`src/vpw_pkg.sv`:
```
package vpw_pkg;
   // ----------------------------------------
   // register map (byte addresses)
   // ----------------------------------------
   localparam logic [11:0] horizontal_window_addr = 12'h000;
   localparam logic [11:0] vertical_window_addr   = 12'h004;
   localparam logic [11:0] output_window_addr     = 12'h008;
   localparam logic [11:0] port_control_addr      = 12'h00c;
   localparam logic [11:0] port_status_addr       = 12'h010;

   // ----------------------------------------
   // field layout
   // ----------------------------------------
   localparam int window_start_lsb       = 16;
   localparam int window_count_lsb       = 0;
   localparam int output_line_count_lsb  = 17;
   localparam int output_pixel_count_lsb = 4;
   localparam int output_start_lsb       = 0;
   localparam int slice_select_lsb       = 12;
   localparam int port_enable_bit        = 15;

   localparam int count_w      = 13;
   localparam int line_count_w = 14;
   localparam int start_off_w  = 4;
   localparam int select_w     = 3;
   localparam int in_bus_w     = 16;
   localparam int pix_w        = 10;

   localparam logic [31:0] reset_value   = 32'h0000_0000;
   localparam logic [31:0] window_mask   = 32'h1fff_1fff;
   localparam logic [31:0] output_mask   = 32'h7fff_ffff;
   localparam logic [31:0] control_mask  = 32'h0000_f000;
   localparam logic [2:0]  reserved_sel  = 3'h7;

   typedef struct packed {
      logic [count_w-1:0]      start_pixel;
      logic [count_w-1:0]      pixel_count;
      logic [count_w-1:0]      start_line;
      logic [count_w-1:0]      line_count;
      logic [line_count_w-1:0] out_lines;
      logic [count_w-1:0]      out_pixels;
      logic [start_off_w-1:0]  out_start;
      logic [select_w-1:0]     slice_sel;
      logic                    enable;
   } window_cfg_t;

   typedef struct packed {
      logic           hsync;
      logic           vsync;
      logic           valid;
      logic [pix_w-1:0] data;
   } pixel_out_t;
endpackage

```
`src/vpw_slice.sv`:
```
module vpw_slice #(
   parameter int in_w  = 16,
   parameter int out_w = 10,
   parameter int sel_w = 3
) (
   input  wire logic [in_w-1:0]  bus_in,
   input  wire logic [sel_w-1:0] sel,
   output logic      [out_w-1:0] slice_out,
   output logic                  sel_bad
);
   if (out_w > in_w) begin : g_width_check
      $error("slice wider than bus");
   end

   // ----------------------------------------
   // slice select, code 0 takes the top bits
   // ----------------------------------------
   always_comb begin
      slice_out = '0;
      sel_bad   = 1'b0;
      if (int'(sel) > in_w - out_w) begin
         sel_bad = 1'b1;
      end else begin
         slice_out = bus_in[(in_w - 1 - int'(sel)) -: out_w];
      end
   end
endmodule // vpw_slice

```
`src/video_port_window_control.sv`:
```
// Function
// horizontal window opens at start-pixel count after hsync begins.
// horizontal window width equals the 13-bit pixel count field.
// vertical window opens at start-line count after vsync begins.
// vertical window height equals the 13-bit line count field.
// port outputs exactly the programmed line count, then stops.
// output feeds downstream engines; each consumes it when selected.
// software sets output lines below sensor lines per frame.
// output vsync comes straight from first incoming vsync.
// each output line carries the programmed pixel count.
// output hsync placed at 4-bit start offset, 0 to 15.
// offsets above 15 need the input window moved instead.
// per-line offset lets port crop parallelogram sensor images.
// 10-bit input slice chosen by 3-bit code; code 7 reserved.
// counters restart on active sync edge, advance per valid pixel.
// fields reset to zero; reserved bits read zero, ignore writes.
//
// Design decisions made here: the APB register port and the register offsets.
module video_port_window_control (
   input  wire logic                    pclk,
   input  wire logic                    presetn,
   input  wire logic                    psel,
   input  wire logic                    penable,
   input  wire logic                    pwrite,
   input  wire logic [11:0]             paddr,
   input  wire logic [31:0]             pwdata,
   output logic      [31:0]             prdata,
   output logic                         pready,
   output logic                         pslverr,
   input  wire logic [15:0]             sensor_data,
   input  wire logic                    pixel_valid,
   input  wire logic                    horizontal_sync_in,
   input  wire logic                    vertical_sync_in,
   output vpw_pkg::pixel_out_t          window_out,
   output logic                         window_in_active,
   output vpw_pkg::pixel_out_t          port_out
);
   // ----------------------------------------
   // registers
   // ----------------------------------------
   logic [31:0] horiz_r, horiz_nxt;
   logic [31:0] vert_r, vert_nxt;
   logic [31:0] vport_r, vport_nxt;
   logic [31:0] ctrl_r, ctrl_nxt;
   logic [31:0] prdata_nxt;
   logic        pready_nxt, pslverr_nxt;
   vpw_pkg::window_cfg_t cfg;
   logic        access, wr, rd_hit;
   logic [31:0] status;

   assign access = psel && penable && !pready;

   always_comb begin
      cfg.start_pixel = horiz_r[vpw_pkg::window_start_lsb +: vpw_pkg::count_w];
      cfg.pixel_count = horiz_r[vpw_pkg::window_count_lsb +: vpw_pkg::count_w];
      cfg.start_line  = vert_r[vpw_pkg::window_start_lsb +: vpw_pkg::count_w];
      cfg.line_count  = vert_r[vpw_pkg::window_count_lsb +: vpw_pkg::count_w];
      cfg.out_lines   = vport_r[vpw_pkg::output_line_count_lsb +:
                                vpw_pkg::line_count_w];
      cfg.out_pixels  = vport_r[vpw_pkg::output_pixel_count_lsb +:
                                vpw_pkg::count_w];
      cfg.out_start   = vport_r[vpw_pkg::output_start_lsb +:
                                vpw_pkg::start_off_w];
      cfg.slice_sel   = ctrl_r[vpw_pkg::slice_select_lsb +: vpw_pkg::select_w];
      cfg.enable      = ctrl_r[vpw_pkg::port_enable_bit];
   end

   // ----------------------------------------
   // apb slave, one wait state per access
   // ----------------------------------------
   always_comb begin
      horiz_r_next_default: begin
         horiz_nxt   = horiz_r;
         vert_nxt    = vert_r;
         vport_nxt   = vport_r;
         ctrl_nxt    = ctrl_r;
         prdata_nxt  = prdata;
         pready_nxt  = access;
         pslverr_nxt = 1'b0;
         wr          = access && pwrite;
         rd_hit      = 1'b1;
      end
      if (access) begin
         prdata_nxt = 32'h0000_0000;
         unique case (paddr)
            vpw_pkg::horizontal_window_addr: begin
               if (wr) horiz_nxt = pwdata & vpw_pkg::window_mask;
               prdata_nxt = horiz_r;
            end
            vpw_pkg::vertical_window_addr: begin
               if (wr) vert_nxt = pwdata & vpw_pkg::window_mask;
               prdata_nxt = vert_r;
            end
            vpw_pkg::output_window_addr: begin
               if (wr) vport_nxt = pwdata & vpw_pkg::output_mask;
               prdata_nxt = vport_r;
            end
            vpw_pkg::port_control_addr: begin
               if (wr) ctrl_nxt = pwdata & vpw_pkg::control_mask;
               prdata_nxt = ctrl_r;
            end
            vpw_pkg::port_status_addr: begin
               prdata_nxt = status;
            end
            default: begin
               rd_hit = 1'b0;
            end
         endcase
         pslverr_nxt = !rd_hit;
      end
   end

   always_ff @(posedge pclk or negedge presetn) begin
      if (!presetn) begin
         horiz_r <= vpw_pkg::reset_value;
         vert_r  <= vpw_pkg::reset_value;
         vport_r <= vpw_pkg::reset_value;
         ctrl_r  <= vpw_pkg::reset_value;
         prdata  <= 32'h0000_0000;
         pready  <= 1'b0;
         pslverr <= 1'b0;
      end else begin
         horiz_r <= horiz_nxt;
         vert_r  <= vert_nxt;
         vport_r <= vport_nxt;
         ctrl_r  <= ctrl_nxt;
         prdata  <= prdata_nxt;
         pready  <= pready_nxt;
         pslverr <= pslverr_nxt;
      end
   end

   // ----------------------------------------
   // input slice
   // ----------------------------------------
   logic [vpw_pkg::pix_w-1:0] slice;
   logic                      sel_bad;

   vpw_slice #(
      .in_w  (vpw_pkg::in_bus_w),
      .out_w (vpw_pkg::pix_w),
      .sel_w (vpw_pkg::select_w)
   ) u_slice (
      .bus_in    (sensor_data),
      .sel       (cfg.slice_sel),
      .slice_out (slice),
      .sel_bad   (sel_bad)
   );

   // ----------------------------------------
   // counters
   // ----------------------------------------
   logic        hs_d_r, hs_d_nxt, vs_d_r, vs_d_nxt;
   logic [12:0] pix_r, pix_nxt, line_r, line_nxt;
   logic [13:0] out_line_r, out_line_nxt;
   logic        frame_r, frame_nxt, line_done_r, line_done_nxt;
   logic        hs_rise, vs_rise, h_in, v_in, port_on;
   logic [13:0] o_first, o_last;
   logic        o_in;

   assign hs_rise = horizontal_sync_in && !hs_d_r;
   assign vs_rise = vertical_sync_in && !vs_d_r;

   // window membership; widened to avoid start+count overflow
   assign h_in = ({1'b0, pix_r} >= {1'b0, cfg.start_pixel}) &&
                 ({1'b0, pix_r} < ({1'b0, cfg.start_pixel} +
                                   {1'b0, cfg.pixel_count}));
   assign v_in = ({1'b0, line_r} >= {1'b0, cfg.start_line}) &&
                 ({1'b0, line_r} < ({1'b0, cfg.start_line} +
                                    {1'b0, cfg.line_count}));
   // output line begins at the 0..15 offset inside the window
   assign o_first = {1'b0, cfg.start_pixel} + {10'h000, cfg.out_start};
   assign o_last  = o_first + {1'b0, cfg.out_pixels};
   assign o_in    = ({1'b0, pix_r} >= o_first) && ({1'b0, pix_r} < o_last);
   assign port_on = cfg.enable && !sel_bad && frame_r &&
                    (out_line_r < cfg.out_lines) && v_in;

   always_comb begin
      hs_d_nxt      = horizontal_sync_in;
      vs_d_nxt      = vertical_sync_in;
      pix_nxt       = pix_r;
      line_nxt      = line_r;
      out_line_nxt  = out_line_r;
      frame_nxt     = frame_r;
      line_done_nxt = line_done_r;
      if (vs_rise) begin
         line_nxt     = 13'h0000;
         out_line_nxt = 14'h0000;
         frame_nxt    = cfg.enable;
      end else if (hs_rise) begin
         line_nxt = line_r + 13'h0001;
      end
      if (hs_rise) begin
         pix_nxt       = 13'h0000;
         line_done_nxt = 1'b0;
         if (line_done_r && !vs_rise) begin
            out_line_nxt = out_line_r + 14'h0001;
         end
      end else if (pixel_valid) begin
         pix_nxt = pix_r + 13'h0001;
         if (port_on && o_in) line_done_nxt = 1'b1;
      end
   end

   // ----------------------------------------
   // output stream, registered
   // ----------------------------------------
   vpw_pkg::pixel_out_t win_nxt, port_nxt;
   logic                win_act_nxt;

   always_comb begin
      win_act_nxt   = h_in && v_in;
      win_nxt.data  = slice;
      win_nxt.valid = pixel_valid && h_in && v_in;
      win_nxt.hsync = horizontal_sync_in;
      win_nxt.vsync = vertical_sync_in;
      port_nxt.data  = slice;
      port_nxt.valid = pixel_valid && port_on && o_in;
      // hsync marks the first pixel of each output line
      port_nxt.hsync = pixel_valid && port_on && (pix_r == o_first[12:0]);
      port_nxt.vsync = vertical_sync_in && cfg.enable;
   end

   always_ff @(posedge pclk or negedge presetn) begin
      if (!presetn) begin
         hs_d_r           <= 1'b0;
         vs_d_r           <= 1'b0;
         pix_r            <= 13'h0000;
         line_r           <= 13'h0000;
         out_line_r       <= 14'h0000;
         frame_r          <= 1'b0;
         line_done_r      <= 1'b0;
         window_out       <= '0;
         window_in_active <= 1'b0;
         port_out         <= '0;
      end else begin
         hs_d_r           <= hs_d_nxt;
         vs_d_r           <= vs_d_nxt;
         pix_r            <= pix_nxt;
         line_r           <= line_nxt;
         out_line_r       <= out_line_nxt;
         frame_r          <= frame_nxt;
         line_done_r      <= line_done_nxt;
         window_out       <= win_nxt;
         window_in_active <= win_act_nxt;
         port_out         <= port_nxt;
      end
   end

   assign status = {17'h00000, frame_r, out_line_r};
endmodule // video_port_window_control

```
`config.mk`:
```
export PLATFORM = sky130hd
export DESIGN_NAME = video_port_window_control
export DESIGN_NICKNAME = d
export VERILOG_FILES = /design/src/vpw_pkg.sv /design/src/vpw_slice.sv /design/src/video_port_window_control.sv
export SDC_FILE = /design/constraint.sdc
export NUM_CORES = 1
export LEC_CHECK = 0
export BUFFER_PORTS_ARGS = -buffer_cell sky130_fd_sc_hd__buf_2
export CORE_MARGIN = 8
export CORE_UTILIZATION = 60
export CTS_CLUSTER_SIZE = 40
export DETAILED_ROUTE_END_ITERATION = 7
export PLACE_DENSITY = 0.81
export SLEW_MARGIN = 20
export SYNTH_ARGS = -nofsm -noshare
export SYNTH_HDL_FRONTEND = slang
export SYNTH_SLANG_ARGS = --single-unit
```
`constraint.sdc`:
```
create_clock -name pclk -period 5.45 [get_ports pclk]
set_input_delay 1.635 -clock pclk [delete_from_list [all_inputs] [get_ports pclk]]
set_output_delay 1.635 -clock pclk [all_outputs]
set_load 0.02 [all_outputs]
```
==> results of run 1 <==
## kinds of logic after synthesis
| logic type | synth area share |
|---|---|
| AO/OA/AOI/OAI | 0.1527 |
| flip-flops | 0.3726 |
| other | 0.0003120 |
| XOR/XNOR | 0.05319 |
| adder cells (fa/ha/maj) | 0.1472 |
| multiplexers | 0.08910 |
| AND/OR/NAND/NOR | 0.1349 |
| buffers and inverters | 0.04996 |
## power groups by stage
stage | logic (mW) | clock network (mW) | registers (mW)
2_1_floorplan | 0.207 | 0 | 1.41
3_3_place_gp | 0.334 | 0 | 1.41
3_5_place_dp | 0.344 | 0 | 1.41
4_1_cts | 0.352 | 1.27 | 1.38
5_1_grt | 0.393 | 1.33 | 1.38
6_report | 0.354 | 1.27 | 1.38
## worst paths after layout
path / to / slack (ps) / startpoint / depth (start not counted)
setup / recovery: window_out[10]$_DFF_PN0_ / 560 / vert_r[16]$_DFFE_PN0P_ / 17
hold / removal: prdata[30]$_DFFE_PN0P_ / 460 / prdata[30]$_DFFE_PN0P_ / 2
setup reg to reg: window_out[10]$_DFF_PN0_ / 560 / vert_r[16]$_DFFE_PN0P_ / 17
hold reg to reg: prdata[30]$_DFFE_PN0P_ / 460 / prdata[30]$_DFFE_PN0P_ / 2
max in group asynchronous: vert_r[10]$_DFFE_PN0P_ / 3250 / presetn / 2
min in group asynchronous: pix_r[10]$_DFFE_PN0P_ / 1330 / presetn / 1
## metrics by stage
step / util / area [µm²] / setup WS (ps) / hold slack, ps / cells
after floorplan: - / 12020 / 1536 / 467.1 / 1238
after global placement: 0.6524 / 12780 / 842.3 / 446.5 / 1585
after detailed placement: 0.6524 / 12780 / 718.5 / 451.0 / 1585
after CTS: 0.6837 / 13390 / 671.3 / 469.1 / 1617
after global routing: 0.6839 / 13400 / 302.5 / 486.6 / 1617
final: 0.6840 / 13400 / 564.5 / 464.1 / 1618
## state kept, by name (all words and copies together), names as in the netlist
register / count
prdata: 31
vport_r: 31
horiz_r: 26
vert_r: 26
out_line_r: 14
line_r: 13
pix_r: 13
port_out: 13
ctrl_r: 4
frame_r: 1
hs_d_r: 1
line_done_r: 1
pready: 1
pslverr: 1
vs_d_r: 1
window_in_active: 1
window_out: 1
## placed cells by master (no fill, tap or decap), types with 9 or more instances in the layout
cell / synthesis / final
a21oi_1: 79 / 79
buf_4: 16 / 11
ha_1: 135 / 135
xnor2_1: 29 / 29
o21ai_0: 66 / 66
inv_1: 74 / 74
nand3_1: 37 / 37
nor2_1: 94 / 94
mux2_4: 20 / 20
buf_2: 9 / 125
nand4_1: 9 / 9
nand2_1: 112 / 112
nand2b_1: 10 / 10
clkbuf_16: 0 / 17
xor2_1: 44 / 44
and3_1: 17 / 16
o31ai_1: 16 / 16
mux2i_1: 23 / 23
a21o_1: 39 / 39
nor2b_1: 12 / 10
a222oi_1: 15 / 15
nor3_1: 12 / 12
mux2_2: 37 / 37
dfrtp_1: 179 / 179
mux2_1: 11 / 11
## layer usage
layer / up-vias / routed length [µm] / global-route usage
li1: 4637 / - / -
met1: 4768 / 13970 / 0.3514
met2: 468 / 14590 / 0.4214
met3: 81 / 2507 / 0.04936
met4: 2 / 1193 / 0.1224
met5: - / 10 / 0
## worst min-delay path: stages (launching register included)
cell,delay [ps]
dfrtp_1,340
nand2_1,50
nand2_1,50
## area by class of cell
cell class | count | area [µm²]
diodes | 1 | 2.502
multi-input cells | 928 | 6950
clock inverters | 15 | 187.7
flip-flops and latches | 179 | 4479
well taps | 265 | 331.6
repair buffers | 138 | 742.0
fillers | 1507 | 6190
clock buffers | 17 | 425.4
inverters | 75 | 281.5
==> impl_metrics.env, run 1 <==
export IMPL_grt_pass1_wl_mm=51.83
export IMPL_pwr_share_seq=0.460
export IMPL_maxSlewHeadroom=0.3414
export IMPL_max_vdd_ir_drop_mv=0.2387
export IMPL_synth_ff_type="dfrtp_1"
export IMPL_postSynthCellCount=1238
export IMPL_min_path_type="reg2reg"
export IMPL_vias=9956
export IMPL_max_freq_mhz=204.7
export IMPL_dieArea_um2=24820
export IMPL_p_leak_nw=7.006
export IMPL_ant_nets=0
export IMPL_cts_resized=0
export IMPL_wl_per_cell_um=19.95
export IMPL_slew_violations=0
export IMPL_initial_utilization=0.6136
export IMPL_h_tree_depth=4
export IMPL_min_period_ps=4885
export IMPL_drv_cap=0
export IMPL_synth_top_area_share=0.3726
export IMPL_yosysMostFrequentCell="dfrtp_1"
export IMPL_async_flop_share=1.000
export IMPL_routed_wl_mm=32.27
export IMPL_netlist_top_cells_area="dfrtp_1 (37%), ha_1 (14%), nand2_1 (3.5%)"
export IMPL_p_clk_frac=0.422
export IMPL_nets=1546
export IMPL_fin_skew_ps=21.64
export IMPL_crit_chain="ha_1, fa_1, a21o_1, a21oi_1, o21ai_0, a21oi_1, o21ai_0, nor4b_1, nor3_1, ha_1, and3_1, and3_1, and3_1, a221oi_1, a21oi_1, nor4_1, and2_1"
export IMPL_antenna_found_initial=1
export IMPL_grtUsageTotal=0.2671
export IMPL_cp_max_fo=4
export IMPL_setup_viol=0
export IMPL_drc=0
export IMPL_vias_per_cell=6.153
export IMPL_finalPower_mw=3.001
export IMPL_drt_initial_drc_count=918
export IMPL_syn_area_um2=12020
export IMPL_ys_warn_count=0
export IMPL_root_buffer="clkbuf_16"
export IMPL_die_x_um=157.5
export IMPL_cp_slowest_cell="nor4_1"
export IMPL_power_switching_mw=0.8490
export IMPL_clk_path_buf_depth=2
export IMPL_critPathCaptureType="register"
export IMPL_ios=129
export IMPL_ctsHoldBuffers=0
export IMPL_grt_ovfl_total=0
export IMPL_die_h_um=157.5
export IMPL_p_per_area_nw_per_um2=223.9
export IMPL_dp_hpwl_mm=24.17
export IMPL_design_core_area_um2=19590
export IMPL_syn_mean_instance_area_um2=9.709
export IMPL_crit_type="reg2reg"
export IMPL_tightest_slew_ps=987.8
export IMPL_final_hold_violation_count=0
export IMPL_setup_tns_ps=0
export IMPL_synth_top_area_cell="dfrtp_1"
export IMPL_cpPeakStageDelay_ps=550
export IMPL_gp_congestion=0.8842
export IMPL_cp_required_ps=5830
export IMPL_swShare=0.2829
export IMPL_clk_pin_slew_ps=80
export IMPL_seq_area_frac_synth=0.3726
export IMPL_status="complete, no violations"
export IMPL_start_kind="register"
export IMPL_combPwrFrac=0.118
export IMPL_cts_buffers=17
export IMPL_cts_sinks=179
export IMPL_drive_above_1_share=0.1812
export IMPL_arrival_ps=5270
export IMPL_synth_common_cells="dfrtp_1 (179), ha_1 (135), nand2_1 (112)"
export IMPL_rsz0062_at_grt="false"
export IMPL_cellInternalPower_mw=2.152
export IMPL_grt_max_degree=121
export IMPL_cts_setup_buffers=0
export IMPL_synth_edf_count=0
export IMPL_clk_latency_ps=450
export IMPL_finalCritPeriodShare=0.8964
export IMPL_ys_ff_latch=179
export IMPL_synth_nets=1445
export IMPL_first_pass_iters=6
export IMPL_syn_to_final_growth_pct=11.48
export IMPL_io_buffers=126
export IMPL_cts_tree="done"
export IMPL_critPathTopFamily="simple AND/OR/NAND/NOR gates"
export IMPL_grt_pass1_vias=9889
export IMPL_num_rows=51
export IMPL_synth_cell_types=70
export IMPL_worst_path_buf_inv=0
No activity file was read; power rests on OpenSTA's default activity.
==> run 2, diff against run 1 <==
--- a/config.mk
+++ b/config.mk
@@ -14,4 +14,5 @@
 export SLEW_MARGIN = 20
 export SYNTH_ARGS = -nofsm -noshare
 export SYNTH_HDL_FRONTEND = slang
+export SYNTH_HIERARCHICAL = 1
 export SYNTH_SLANG_ARGS = --single-unit
==> run 2 against run 1 <==
  * Routed wire length fell by 1.9%
  * Sequential cell count did not move
  * Critical path depth increased by 7
  * First-iteration DRC count down 16%
==> impl_metrics.env, run 2 <==
export IMPL_first_pass_iters=5
export IMPL_r2r_start="horiz_r[16]$_DFFE_PN0P_"
export IMPL_rsz0062_at_grt="false"
export IMPL_tightest_slew_ps=972.1
export IMPL_min_delay_path_depth=2
export IMPL_die_h_um=159.0
export IMPL_root_buffer="clkbuf_16"
export IMPL_max_freq_mhz=201.2
export IMPL_grt_ovfl_total=0
export IMPL_p_leak_nw=6.950
export IMPL_critPathCaptureType="register"
export IMPL_grtUsageTotal=0.2516
export IMPL_num_rows=52
export IMPL_synth_nets=1469
export IMPL_largestRegisters="prdata x31, vport_r x31"
export IMPL_setup_tns_ps=0
export IMPL_crit_type="reg2reg"
export IMPL_vias_per_cell=6.014
export IMPL_cp_required_ps=5780
export IMPL_dp_hpwl_mm=24.01
export IMPL_synth_top_area_share=0.3652
export IMPL_top_usage_layer="met2"
export IMPL_ios=129
export IMPL_gp_congestion=0.9095
export IMPL_arrival_ps=5300
export IMPL_ys_ff_latch=179
export IMPL_max_vdd_ir_drop_mv=0.2293
export IMPL_drt_initial_drc_count=768
export IMPL_status="complete, no violations"
export IMPL_design_core_area_um2=20170
export IMPL_routed_wl_mm=31.66
export IMPL_min_period_ps=4971
export IMPL_synth_compound_area_frac=0.1407
export IMPL_synthMuxAreaShare=0.1058
export IMPL_rr_worst_depth=24
export IMPL_hp_start="prdata[29]$_DFFE_PN0P_"
export IMPL_drv_cap=0
export IMPL_netlist_top_cells_area="dfrtp_1 (37%), ha_1 (14%), mux2_2 (5.2%)"
export IMPL_seq_area_frac_synth=0.3652
export IMPL_drive_above_1_share=0.1870
export IMPL_grt_pass1_vias=9915
export IMPL_min_path_type="reg2reg"
export IMPL_postSynthCellCount=1262
export IMPL_async_flop_share=1.000
export IMPL_cts_sinks=179
export IMPL_synth_cell_types=65
export IMPL_p_per_area_nw_per_um2=222.8
export IMPL_nets=1568
export IMPL_synth_top_area_cell="dfrtp_1"
export IMPL_clk_pin_slew_ps=80
export IMPL_synth_edf_count=0
export IMPL_vias=9887
export IMPL_clk_latency_ps=440
export IMPL_ctsHoldBuffers=0
export IMPL_synth_ff_type="dfrtp_1"
export IMPL_slew_violations=0
export IMPL_drc=0
export IMPL_initial_utilization=0.6081
export IMPL_grtUsageMet1=0.3333
export IMPL_grt_met3_usage=0.06412
export IMPL_h_tree_depth=4
export IMPL_syn_mean_instance_area_um2=9.719
export IMPL_r2r_end="line_done_r$_DFFE_PN0P_"
export IMPL_syn_area_um2=12270
export IMPL_hold_end="prdata[29]$_DFFE_PN0P_"
export IMPL_holdWs_ps=469.0
export IMPL_yosysMostFrequentCell="dfrtp_1"
export IMPL_grtUsageMet2=0.3912
export IMPL_grt_max_degree=112
export IMPL_ys_warn_count=6
export IMPL_yosys_area_share_simple=0.1378
export IMPL_wl_per_cell_um=19.26
export IMPL_io_buffers=126
export IMPL_synth_common_cells="dfrtp_1 (179), ha_1 (135), nor2_1 (109)"
export IMPL_finalCritPeriodShare=0.9121
export IMPL_mostFrequentLayoutCells="dfrtp_1 (179), ha_1 (135), buf_2 (125)"
export IMPL_n_antenna_cell=0
export IMPL_fin_skew_ps=11.53
export IMPL_ff2ff_setup_slack_ps=480
export IMPL_setup_slack_ps=479.1
export IMPL_syn_to_final_growth_pct=10.75
export IMPL_synth_fa_ha_area_frac=0.1442
export IMPL_final_hold_violation_count=0
export IMPL_critPathLaunch="horiz_r[16]$_DFFE_PN0P_"
export IMPL_grt_pass1_wl_mm=51.94
export IMPL_die_x_um=159.0
export IMPL_maxSlewHeadroom=0.3495
export IMPL_setup_viol=0
export IMPL_ant_nets=0
export IMPL_dieArea_um2=25270
export IMPL_clk_path_buf_depth=2
export IMPL_cts_tree="done"
export IMPL_cts_buffers=17
export IMPL_synth_xor_area_frac=0.05356
export IMPL_start_kind="register"
export IMPL_antenna_found_initial=0
export IMPL_cp_max_fo=5
export IMPL_final_common_cell="dfrtp_1"
export IMPL_fillers=1582
export IMPL_finalPower_mw=3.027
export IMPL_place_ws_ps=332.9
export IMPL_synth_top_family_by_area="adder cells"
## run 2: worst max-delay path by stage
stage	cells after the start	to	slack [ps]
final	24	line_done_r$_DFFE_PN0P_	480
after global routing	24	line_done_r$_DFFE_PN0P_	90
after CTS	24	line_done_r$_DFFE_PN0P_	300
after detailed placement	24	line_done_r$_DFFE_PN0P_	330
after global placement	24	line_done_r$_DFFE_PN0P_	510
after floorplan	23	line_done_r$_DFFE_PN0P_	1190
## run 2: layout make-up
| cell class | count | area, µm² | area share |
|---|---|---|---|
| timing repair buffer | 140 | 757.0 | 0.05572 |
| multi-input combinational | 951 | 7159 | 0.5270 |
| tap | 270 | 337.8 | 0.02487 |
| inverter | 72 | 270.3 | 0.01989 |
| clock buffer | 18 | 439.2 | 0.03233 |
| sequential | 179 | 4479 | 0.3297 |
| clock inverter | 14 | 141.4 | 0.01041 |
## run 2: worst max-delay path, cell delays in order (launching register included)
cell,delay (ps)
dfrtp_1,470
ha_1,220
inv_1,60
fa_1,410
nor2b_1,120
o21ai_0,80
nand2b_1,110
and3_1,240
inv_1,100
nor3_2,190
xnor2_1,190
ha_1,300
a21o_1,210
a221oi_2,370
nand2b_1,100
a21oi_1,190
xor2_1,110
ha_1,310
o2111ai_1,110
a21oi_1,120
o21ai_0,120
a211oi_1,250
nor4_1,90
buf_4,170
o21ba_2,190
## run 2: repair_timing
item	4_1_cts	5_1_grt
setup buffers	0	0
resized for setup	0	3
endpoints found under the setup margin	0	2
## run 2: metrics by stage
step / instances / instance area (µm²) / utilization
after floorplan: 1262 / 12270 / -
after global placement: 1612 / 12990 / 0.6440
after detailed placement: 1612 / 12990 / 0.6440
after CTS: 1644 / 13570 / 0.6728
after global routing: 1644 / 13580 / 0.6735
final: 1644 / 13580 / 0.6735
## run 2: cell families after synthesis
| kind of cell | count (synthesis) |
|---|---|
| adder cells (fa/ha/maj) | 139 |
| multiplexers | 113 |
| XOR/XNOR | 75 |
| flip-flops | 179 |
| other | 1 |
| AND/OR/NAND/NOR | 352 |
| AO/OA/AOI/OAI | 271 |
| buffers and inverters | 132 |
## run 2: metal layers
metal  share of wire  vias up
li1                -     4694
met1            0.45     4757
met2            0.45      377
met3           0.073       59
met4           0.028        0
met5               0        -
## run 2: where the power goes
group | switching (mW) | internal, mW | leakage (nW)
logic | 0.256 | 0.158 | 4.37
clock network | 0.591 | 0.620 | 0.280
registers | 0.0406 | 1.36 | 2.30
